$ cat src/hw/sacm_pkg.sv
// package: constants and types of the servo alarm clear manager
// assumes: one 100 MHz clock, word-indexed register port
package sacm_pkg;
   // ----------------------------------------------------------------
   // timing
   // ----------------------------------------------------------------
   localparam int CLK_HZ       = 100_000_000;
   localparam int OVL_HOLD_S   = 10;
   localparam int OVL_HOLD_CYC = OVL_HOLD_S * CLK_HZ;
   localparam int IND_LAG_US   = 1000;
   localparam int IND_LAG_CYC  = IND_LAG_US * (CLK_HZ / 1_000_000);
   // ----------------------------------------------------------------
   // alarm codes
   // ----------------------------------------------------------------
   localparam logic [7:0] M_OVL  = 8'h10;
   localparam logic [7:0] M_ABS1 = 8'h28;
   localparam logic [7:0] M_ABS2 = 8'h2a;
   localparam logic [7:0] M_C80  = 8'h50;
   localparam logic [7:0] M_C81  = 8'h51;
   localparam logic [7:0] M_C85  = 8'h55;
   localparam logic [7:0] M_C88  = 8'h58;
   localparam logic [7:0] M_RET  = 8'h57;
   localparam logic [7:0] M_CMD  = 8'h5b;
   localparam logic [7:0] M_ENC  = 8'h5c;
   localparam logic [7:0] M_PAR  = 8'h5d;
   localparam logic [7:0] M_HOME = 8'h5e;
   localparam logic [7:0] M_MREC = 8'h5f;
   localparam logic [7:0] M_CTL  = 8'h60;
   localparam logic [7:0] M_CHW  = 8'h62;
   localparam logic [3:0] S_ZERO = 4'h0;
   localparam logic [3:0] S_3    = 4'h3;
   localparam logic [3:0] S_5    = 4'h5;
   // ----------------------------------------------------------------
   // registers (word index) and fields
   // ----------------------------------------------------------------
   localparam int         DW       = 16;
   localparam logic [2:0] REG_CTRL = 3'h0;
   localparam logic [2:0] REG_ALRM = 3'h1;
   localparam logic [2:0] REG_STAT = 3'h2;
   localparam logic [2:0] REG_MASK = 3'h3;
   localparam logic [2:0] REG_CMD  = 3'h4;
   localparam int         SEQ_LSB  = 0;
   localparam int         RET_LSB  = 4;
   localparam int         FRA_LSB  = 8;
   localparam int         ASN_BIT  = 12;
   localparam logic [DW-1:0] CTRL_RST = 16'h0000;
   localparam int         CMD_CLR  = 0;
   localparam int         CMD_ENC  = 1;
   localparam int         ST_RAISE = 0;
   localparam int         ST_CLEAR = 1;
   localparam int         ST_REFUS = 2;
   localparam int         ST_ESTOP = 3;
   localparam int         ST_W     = 4;
   localparam logic [2:0] SEQ_EMIN = 3'h4;
   localparam logic [2:0] SEQ_EMAX = 3'h7;
   // ----------------------------------------------------------------
   // types
   // ----------------------------------------------------------------
   typedef struct packed {
      logic [7:0] main;
      logic [3:0] sub;
   } sacm_code_t;
   typedef struct packed {
      logic hist;
      logic clr;
      logic estop;
      logic comm;
   } sacm_attr_t;
   typedef enum logic [1:0] {MODE_IDLE, MODE_RETRACT, MODE_LATCHED} sacm_mode_t;
endpackage

$ cat src/hw/sacm_top.sv
// alarm latch, clear acceptance, stop selection and register port
// assumes: drive logic on i_clk raises alarms; clear input is a raw pin
//
// Local design decisions: the address map and the address-and-strobe port.
`timescale 1ns/1ps
`default_nettype none
// How it works
// - overload alarm clear held pending until ten seconds, then performed
// - absolute-down and overspeed alarms need encoder reset before clearing
// - non-clearable alarms stay latched until power cycle
// - non-comm alarm: comm clear accepted only with clear input off or unassigned
// - rising edge on clear input clears clearable non-comm alarm
// - non-comm alarm: comm clear with clear input on is dropped; release input, repeat
// - estop-attribute alarm with sequence select 4..7 starts emergency stop
// - comm alarm indication lags the alarm itself
// - retract clear attribute bits 0..2 make retract alarms clearable
// - under retract condition alarm waits for retract completion
// - alarm after retract completion acts as emergency stop alarm
// - comm alarm decelerates per fault reaction setting
// - command error 2 logged and clearable
// - encoder recovery alarm logged, not clearable
// - motor recognition alarms neither logged nor clearable
// - home return error 2 logged and clearable
// - control unit and comm hardware alarms not clearable; logged except comm hardware sub-code 5
module sacm_top
   import sacm_pkg::*;
#(
   parameter int OVL_CYC = OVL_HOLD_CYC,
   parameter int IND_CYC = IND_LAG_CYC
) (
   input  wire logic        i_clk,
   input  wire logic        i_rst,
   input  wire logic [2:0]  i_addr,
   input  wire logic [DW-1:0] i_wdata,
   input  wire logic        i_we,
   input  wire logic        i_re,
   output logic [DW-1:0]    o_rdata,
   input  wire logic        i_alarm_raise,
   input  wire sacm_code_t  i_alarm_code,
   input  wire logic        i_retract_cond,
   input  wire logic        i_retract_done,
   input  wire logic        i_comm_clear,
   input  wire logic        i_alarm_clear_input,
   input  wire logic        i_abs_enc_reset,
   output logic            o_alarm,
   output sacm_code_t      o_alarm_code,
   output logic            o_estop,
   output logic            o_fault_decel,
   output logic [2:0]      o_fault_reaction,
   output logic            o_retract_active,
   output logic            o_ind_alarm,
   output logic            o_hist_wr,
   output sacm_code_t      o_hist_code,
   output logic            o_irq
);
   // ----------------------------------------------------------------
   // state
   // ----------------------------------------------------------------
   typedef struct packed {
      sacm_mode_t        mode;
      sacm_code_t        code;
      logic [31:0]       ovl_cnt;
      logic [31:0]       ind_cnt;
      logic              enc_ok;
      logic              pend;
      logic              estop;
      logic              decel;
      logic              ind;
      logic              clr_prev;
      logic              hist_wr;
      sacm_code_t        hist_code;
      logic [DW-1:0]     ctrl;
      logic [ST_W-1:0]   stat;
      logic [ST_W-1:0]   mask;
      logic [DW-1:0]     rdata;
   } sacm_state_t;

   sacm_state_t s, next_s;
   sacm_attr_t  a_in, a_st;
   logic        clr_lvl;
   logic        clr_edge, in_on, comm_req, enc_req, any_req;
   logic        want, ok, ovl_wait, is_ovl, is_abs, ret_code;
   logic [2:0]  seq;
   logic [ST_W-1:0] set;

   // ----------------------------------------------------------------
   // helpers
   // ----------------------------------------------------------------
   sacm_sync u_sync (
      .i_clk   (i_clk),
      .i_rst   (i_rst),
      .i_pin   (i_alarm_clear_input),
      .o_level (clr_lvl)
   );
   // incoming code decides stop action, stored code decides clearing
   sacm_attr u_attr_in (
      .i_code     (i_alarm_code),
      .i_ret_attr (s.ctrl[RET_LSB +: 3]),
      .o_attr     (a_in)
   );
   sacm_attr u_attr_st (
      .i_code     (s.code),
      .i_ret_attr (s.ctrl[RET_LSB +: 3]),
      .o_attr     (a_st)
   );

   // ----------------------------------------------------------------
   // next state
   // ----------------------------------------------------------------
   always_comb begin
      next_s         = s;
      next_s.hist_wr = 1'b0;
      next_s.rdata   = '0;
      set            = '0;
      seq      = s.ctrl[SEQ_LSB +: 3];
      clr_edge = clr_lvl & ~s.clr_prev;
      next_s.clr_prev = clr_lvl;
      in_on    = s.ctrl[ASN_BIT] & clr_lvl;
      comm_req = i_comm_clear | (i_we & (i_addr == REG_CMD) & i_wdata[CMD_CLR]);
      enc_req  = i_abs_enc_reset | (i_we & (i_addr == REG_CMD) & i_wdata[CMD_ENC]);
      any_req  = comm_req | clr_edge;
      is_ovl   = (s.code.main == M_OVL) & (s.code.sub == S_ZERO);
      is_abs   = ((s.code.main == M_ABS1) | (s.code.main == M_ABS2))
                 & (s.code.sub == S_ZERO);
      ret_code = (i_alarm_code.main == M_RET) & (i_alarm_code.sub != S_ZERO)
                 & (i_alarm_code.sub <= S_3);
      // comm alarms take comm clears whatever the input does
      want     = (comm_req & (a_st.comm | ~in_on))
                 | (clr_edge & ~a_st.comm)
                 | s.pend;
      ok       = a_st.clr & ~(is_abs & ~s.enc_ok);
      ovl_wait = is_ovl & (s.ovl_cnt < 32'(OVL_CYC));
      case (s.mode)
         MODE_IDLE: begin
            if (i_alarm_raise) begin
               next_s.code    = i_alarm_code;
               next_s.ovl_cnt = '0;
               next_s.ind_cnt = '0;
               next_s.enc_ok  = 1'b0;
               next_s.pend    = 1'b0;
               if (ret_code & i_retract_cond) begin
                  next_s.mode = MODE_RETRACT;
               end else begin
                  next_s.mode      = MODE_LATCHED;
                  next_s.hist_wr   = a_in.hist;
                  next_s.hist_code = i_alarm_code;
                  next_s.estop     = a_in.estop & (seq >= SEQ_EMIN)
                                     & (seq <= SEQ_EMAX);
                  next_s.decel     = a_in.comm;
                  next_s.ind       = ~a_in.comm;
                  set[ST_RAISE]    = 1'b1;
                  set[ST_ESTOP]    = next_s.estop;
               end
            end
         end
         MODE_RETRACT: begin
            // retract owns the stop; alarm shows only on completion
            if (i_retract_done) begin
               next_s.mode      = MODE_LATCHED;
               next_s.hist_wr   = a_st.hist;
               next_s.hist_code = s.code;
               next_s.estop     = 1'b1;
               next_s.ind       = 1'b1;
               set[ST_RAISE]    = 1'b1;
               set[ST_ESTOP]    = 1'b1;
            end
         end
         MODE_LATCHED: begin
            if (s.ovl_cnt < 32'(OVL_CYC)) begin
               next_s.ovl_cnt = s.ovl_cnt + 32'h1;
            end
            if (!s.ind) begin
               next_s.ind_cnt = s.ind_cnt + 32'h1;
               next_s.ind     = (s.ind_cnt >= 32'(IND_CYC - 1));
            end
            if (enc_req) begin
               next_s.enc_ok = 1'b1;
            end
            if (want & ok & ~ovl_wait) begin
               next_s.mode  = MODE_IDLE;
               next_s.pend  = 1'b0;
               next_s.estop = 1'b0;
               next_s.decel = 1'b0;
               next_s.ind   = 1'b0;
               set[ST_CLEAR] = 1'b1;
            end else if (want & ok) begin
               next_s.pend = 1'b1;
            end else if (any_req) begin
               set[ST_REFUS] = 1'b1;
            end
         end
         default: next_s.mode = MODE_IDLE;
      endcase
      // ----------------------------------------------------------------
      // register port
      // ----------------------------------------------------------------
      if (i_we && i_addr == REG_CTRL) begin
         next_s.ctrl = i_wdata;
      end
      if (i_we && i_addr == REG_MASK) begin
         next_s.mask = i_wdata[ST_W-1:0];
      end
      // read clears status, but a same-cycle event survives
      if (i_re && i_addr == REG_STAT) begin
         next_s.stat = set;
      end else begin
         next_s.stat = s.stat | set;
      end
      if (i_re) begin
         case (i_addr)
            REG_CTRL: next_s.rdata = s.ctrl;
            REG_ALRM: next_s.rdata = {s.mode == MODE_LATCHED, 3'h0, s.code};
            REG_STAT: next_s.rdata = {12'h000, s.stat};
            REG_MASK: next_s.rdata = {12'h000, s.mask};
            default:  next_s.rdata = '0;
         endcase
      end
   end

   always_ff @(posedge i_clk) begin
      if (i_rst) begin
         s      <= '0;
         s.mode <= MODE_IDLE;
         s.ctrl <= CTRL_RST;
      end else begin
         s <= next_s;
      end
   end

   // ----------------------------------------------------------------
   // outputs
   // ----------------------------------------------------------------
   assign o_rdata          = s.rdata;
   assign o_alarm          = (s.mode == MODE_LATCHED);
   assign o_alarm_code     = s.code;
   assign o_estop          = s.estop;
   assign o_fault_decel    = s.decel;
   assign o_fault_reaction = s.ctrl[FRA_LSB +: 3];
   assign o_retract_active = (s.mode == MODE_RETRACT);
   assign o_ind_alarm      = s.ind;
   assign o_hist_wr        = s.hist_wr;
   assign o_hist_code      = s.hist_code;
   assign o_irq            = |(s.stat & s.mask);
endmodule
`default_nettype wire

$ cat src/hw/sacm_sync.sv
// two-flop synchroniser for a pin level
// assumes: input is asynchronous to i_clk
`timescale 1ns/1ps
`default_nettype none
module sacm_sync (
   input  wire logic i_clk,
   input  wire logic i_rst,
   input  wire logic i_pin,
   output logic      o_level
);
   typedef struct packed {
      logic s1;
      logic s2;
   } sacm_sync_t;
   sacm_sync_t s, next_s;
   always_comb begin
      next_s.s1 = i_pin;
      next_s.s2 = s.s1;
   end
   always_ff @(posedge i_clk) begin
      if (i_rst) begin
         s <= '0;
      end else begin
         s <= next_s;
      end
   end
   assign o_level = s.s2;
endmodule
`default_nettype wire

$ cat src/hw/sacm_attr.sv
// alarm attribute lookup: history, clearable, emergency stop, comm related
// assumes: retract clear attribute bits come from the control register
`timescale 1ns/1ps
`default_nettype none
module sacm_attr
   import sacm_pkg::*;
(
   input  wire sacm_code_t i_code,
   input  wire logic [2:0] i_ret_attr,
   output sacm_attr_t      o_attr
);
   always_comb begin
      // unknown codes stay latched: the safe default
      o_attr = '{hist: 1'b1, clr: 1'b0, estop: 1'b0, comm: 1'b0};
      case (i_code.main)
         M_OVL, M_ABS1, M_ABS2: o_attr.clr = 1'b1;
         M_C80, M_C81, M_C85, M_C88: o_attr = '{1'b1, 1'b1, 1'b1, 1'b1};
         M_RET: begin
            o_attr.estop = 1'b1;
            if (i_code.sub == S_ZERO) begin
               o_attr.hist = 1'b0;
               o_attr.clr  = 1'b1;
            end else if (i_code.sub <= S_3) begin
               o_attr.clr = i_ret_attr[2'(i_code.sub - 4'h1)];
            end
         end
         M_CMD:  o_attr.clr = (i_code.sub == S_3);
         M_ENC:  o_attr.clr = 1'b0;
         M_HOME: o_attr.clr = (i_code.sub == S_3);
         M_MREC: o_attr.hist = 1'b0;
         M_CTL:  o_attr.clr = 1'b0;
         M_CHW:  o_attr.hist = (i_code.sub != S_5);
         default: o_attr.clr = 1'b0;
      endcase
   end
endmodule
`default_nettype wire

$ cat config.mk
export PLATFORM = sky130hd
export DESIGN_NAME = sacm_top
export DESIGN_NICKNAME = d
export VERILOG_FILES = /design/src/hw/sacm_pkg.sv /design/src/hw/sacm_top.sv /design/src/hw/sacm_sync.sv /design/src/hw/sacm_attr.sv
export SDC_FILE = /design/constraint.sdc
export NUM_CORES = 1
export LEC_CHECK = 0
export ABC_AREA = 1
export BUFFER_PORTS_ARGS = -buffer_cell sky130_fd_sc_hd__buf_4
export CORE_MARGIN = 3
export CORE_UTILIZATION = 55
export CTS_CLUSTER_DIAMETER = 100
export DETAILED_ROUTE_END_ITERATION = 10
export HOLD_SLACK_MARGIN = 0.15
export PLACE_DENSITY = 0.73
export SLEW_MARGIN = 5
export SYNTH_ARGS = -nofsm -noshare
export SYNTH_HDL_FRONTEND = slang
export SYNTH_SLANG_ARGS = --single-unit
$ cat constraint.sdc
create_clock -name i_clk -period 5.1 [get_ports i_clk]
set_input_delay 0.51 -clock i_clk [delete_from_list [all_inputs] [get_ports i_clk]]
set_output_delay 0.51 -clock i_clk [all_outputs]
set_load 0.05 [all_outputs]
==> metrics.txt <==
status=complete, no violations; Clk Tree Root Cell=clkbuf_16; Avg Inst Size Synth=between 6 and 7 µm²; worst vdd ir=approximately 0.37 mV; GR Util met1=between 30% and 40%; element type at the critical path end=flop; Vias/cell=5.53; cell with the most instances after synthesis=nand2_1; f_max=between 0.3 and 0.4 GHz; # DRC=0; Slowest cell on crit path=a21oi_2; final period utilization=51.6%; Reg clk slew, reported paths=around 0.06 ns; synth warn=0; # Max-Cap Violations=0; largest area contributor in the netlist=dfxtp_1; latest clock arrival within the worst-skew pair=roughly 0.43 ns; synth top area cells=dfxtp_1 (36%), nand2_1 (14%), a21oi_1 (8.0%); Iter 0 DRT Violations=695; non-filler cells in the finished layout=1,392; H-tree levels=4; nets=1,252; final WL=~20,000 µm; setup TNS=0 ns; CTS buffer count=17; Lkg Pwr=approximately 3.3 nW; critical path's top delay family=compound AO/OA/AOI/OAI gates; Period minus WS final=around 2.6 ns; Worst Hold Class=input pin to flop; met2 usage=between 30% and 40%; register area=2780 µm²; grt peak-use layer=met2; # Post-CTS Setup Buffers=0; Async S/R FF share, synth=0%; multi-input logic area=approximately 4100 µm²; Cells after DPL=1,360; #FFs+latches synth=about 140; largest net degree at the start of global routing=just under 90; Crit path buffers/inverters=3; IO buf count=90; Req. time, crit path=approximately 5.5 ns; Post-synth EDFFs=0; HPWL after DPL=14,800 µm; initial antenna violation count=0; Power Dens Cells=408 nW/µm²; num rows=42; GPL Wtd Cong=around 0.94; Routed Antenna Nets=0; Yosys cell types=45; grt met3 use=4.99%; post-synth top area share=a little over a third; Post-CTS Hold Buffers=0; startpoint types=flop; final worst setup slack=between 2 and 2.5 ns; first-pass GRT wire length=around 34,000 µm; I/O pin count=91; Final Hold Fails=0; die area=approximately 16,000 µm²; post-cts sizing count=0; critical-path cell list=inv_1, ha_1, nand2_2, inv_1, a21oi_2, inv_1, a211oi_2; GR Overflow Total=0; post-synth net total=around 1,200; delay of the slowest critical-path stage=between 0.7 and 0.8 ns; WL per Instance=about 15 µm; Most used DFF post-synth=dfxtp_1; Worst-Margin Slew=between 0.9 and 1 ns; skew final=approximately 0.0095 ns; Fillers=1,311; layout cells sized above 1=a little over an eighth; clock sink total=139; CP Max Fanout=19; Setup-failing EPs final=0; CTS tree=yes; worst rel slew slack=36.8%; most frequent CP cell=inv_1; Slew Viols, Final=0; final hold slack=0.279 ns; mapped cell area=roughly 8000 µm²; die width=between 100 and 150 µm; area grow syn2layout=12.5%; post-synthesis cell count=~1,200; CORE AREA=13,600 µm²; clk buf depth=2; final core occ=between 60 and 70%; DR pass1 iterations=6; Starting Density=57.7%; ANT cells=0; worst setup path class=flop to flop; post-synthesis sequential area ratio=a little over a third; CP arrival=approximately 3.0 ns; via count=7,694; RSZ-0062 raised after global routing=no; vias in the first global route=~7,000; Total GRT Usage=around 26%; pre-CTS WS=between 2 and 2.5 ns; die height=between 100 and 150 µm; top cells by count, synth=nand2_1 (297), dfxtp_1 (139), a21oi_1 (125), nor2_1 (117), inv_1 (108)
stage by stage:
stage	cell area, µm²	power [W]
after floorplan	7820	0.00213
after global placement	8190	0.00233
after detailed placement	8190	0.00233
after CTS	8800	0.00359
after global routing	8800	0.00376
final	8800	0.00359
layout make-up:
type	count	area share [%]
repair buffers	91	7.77
inverters	115	4.92
flip-flops and latches	139	31.6
multi-input cells	839	46.3
well taps	176	2.50
clock inverters	13	1.82
clock buffers	19	5.04
worst min-delay path, cell delays in order:
cell and delay [ns]:
buf_4 0.08, inv_1 0.03, nor2_1 0.06
layout by cell type, fill, tap and decap left out, types with 3 or more instances in the layout:
cell type / instances
nor3b_1: 3
xnor2_1: 6
xor2_1: 12
ha_1: 8
dfxtp_1: 139
a31oi_1: 3
inv_1: 108
nor2_4: 4
a211oi_1: 4
nand3_1: 69
a221oi_1: 4
nor2_2: 3
nor2_1: 117
nor4_1: 13
nand4_1: 44
nand2_1: 297
inv_2: 6
inv_6: 3
nor3_1: 40
clkinv_4: 5
o22ai_1: 12
nand2_2: 8
a21oi_1: 125
o21ai_0: 34
clkbuf_16: 17
buf_4: 91
or2_2: 9
metal layers:
layer	vias to the layer above	part of all wire, %	wire length, µm
met5	-	0	0
li1	3903	-	-
met4	0	1.4	296
met3	29	6.3	1290
met1	3536	48	9790
met2	226	45	9140
worst paths after layout:
check                           slack [ns]                 from          endpoint  cells past startpoint
worst max-delay path                  2.47               s[135]             s[72]                      7
worst min-delay path                  0.28  i_alarm_clear_input  u_sync.next_s[0]                      3
worst max register to register        2.47               s[135]             s[72]                      7
worst min register to register        0.41     u_sync.next_s[0]    u_sync.o_level                      2
registers in the layout, summed over array words and instances, names as in the netlist:
name	cells
u_sync.next_s	1
u_sync.o_level	1
o_hist_wr	1
o_alarm_code	12
o_fault_reaction	3
o_estop	1
o_rdata	16
o_ind_alarm	1
o_fault_decel	1
s	90
o_hist_code	12
cells by family (layout without fill, tap and decap cells):
family	count (synthesis)	count (layout)	synth area share [%]
AND/OR/NAND/NOR	613	613	34.7
buffers and inverters	202	238	12.3
AO/OA/AOI/OAI	200	200	14.1
flip-flops	139	139	35.6
XOR/XNOR	18	18	2.02
adder cells (fa/ha/maj)	8	8	1.28
power by group:
part	switching, W	internal (W)
Clock	0.000520	0.000748
Combinational	0.000786	0.000273
Sequential	0.0000907	0.00118
Total	0.00140	0.00220
Power figures use the tool's default switching activity.
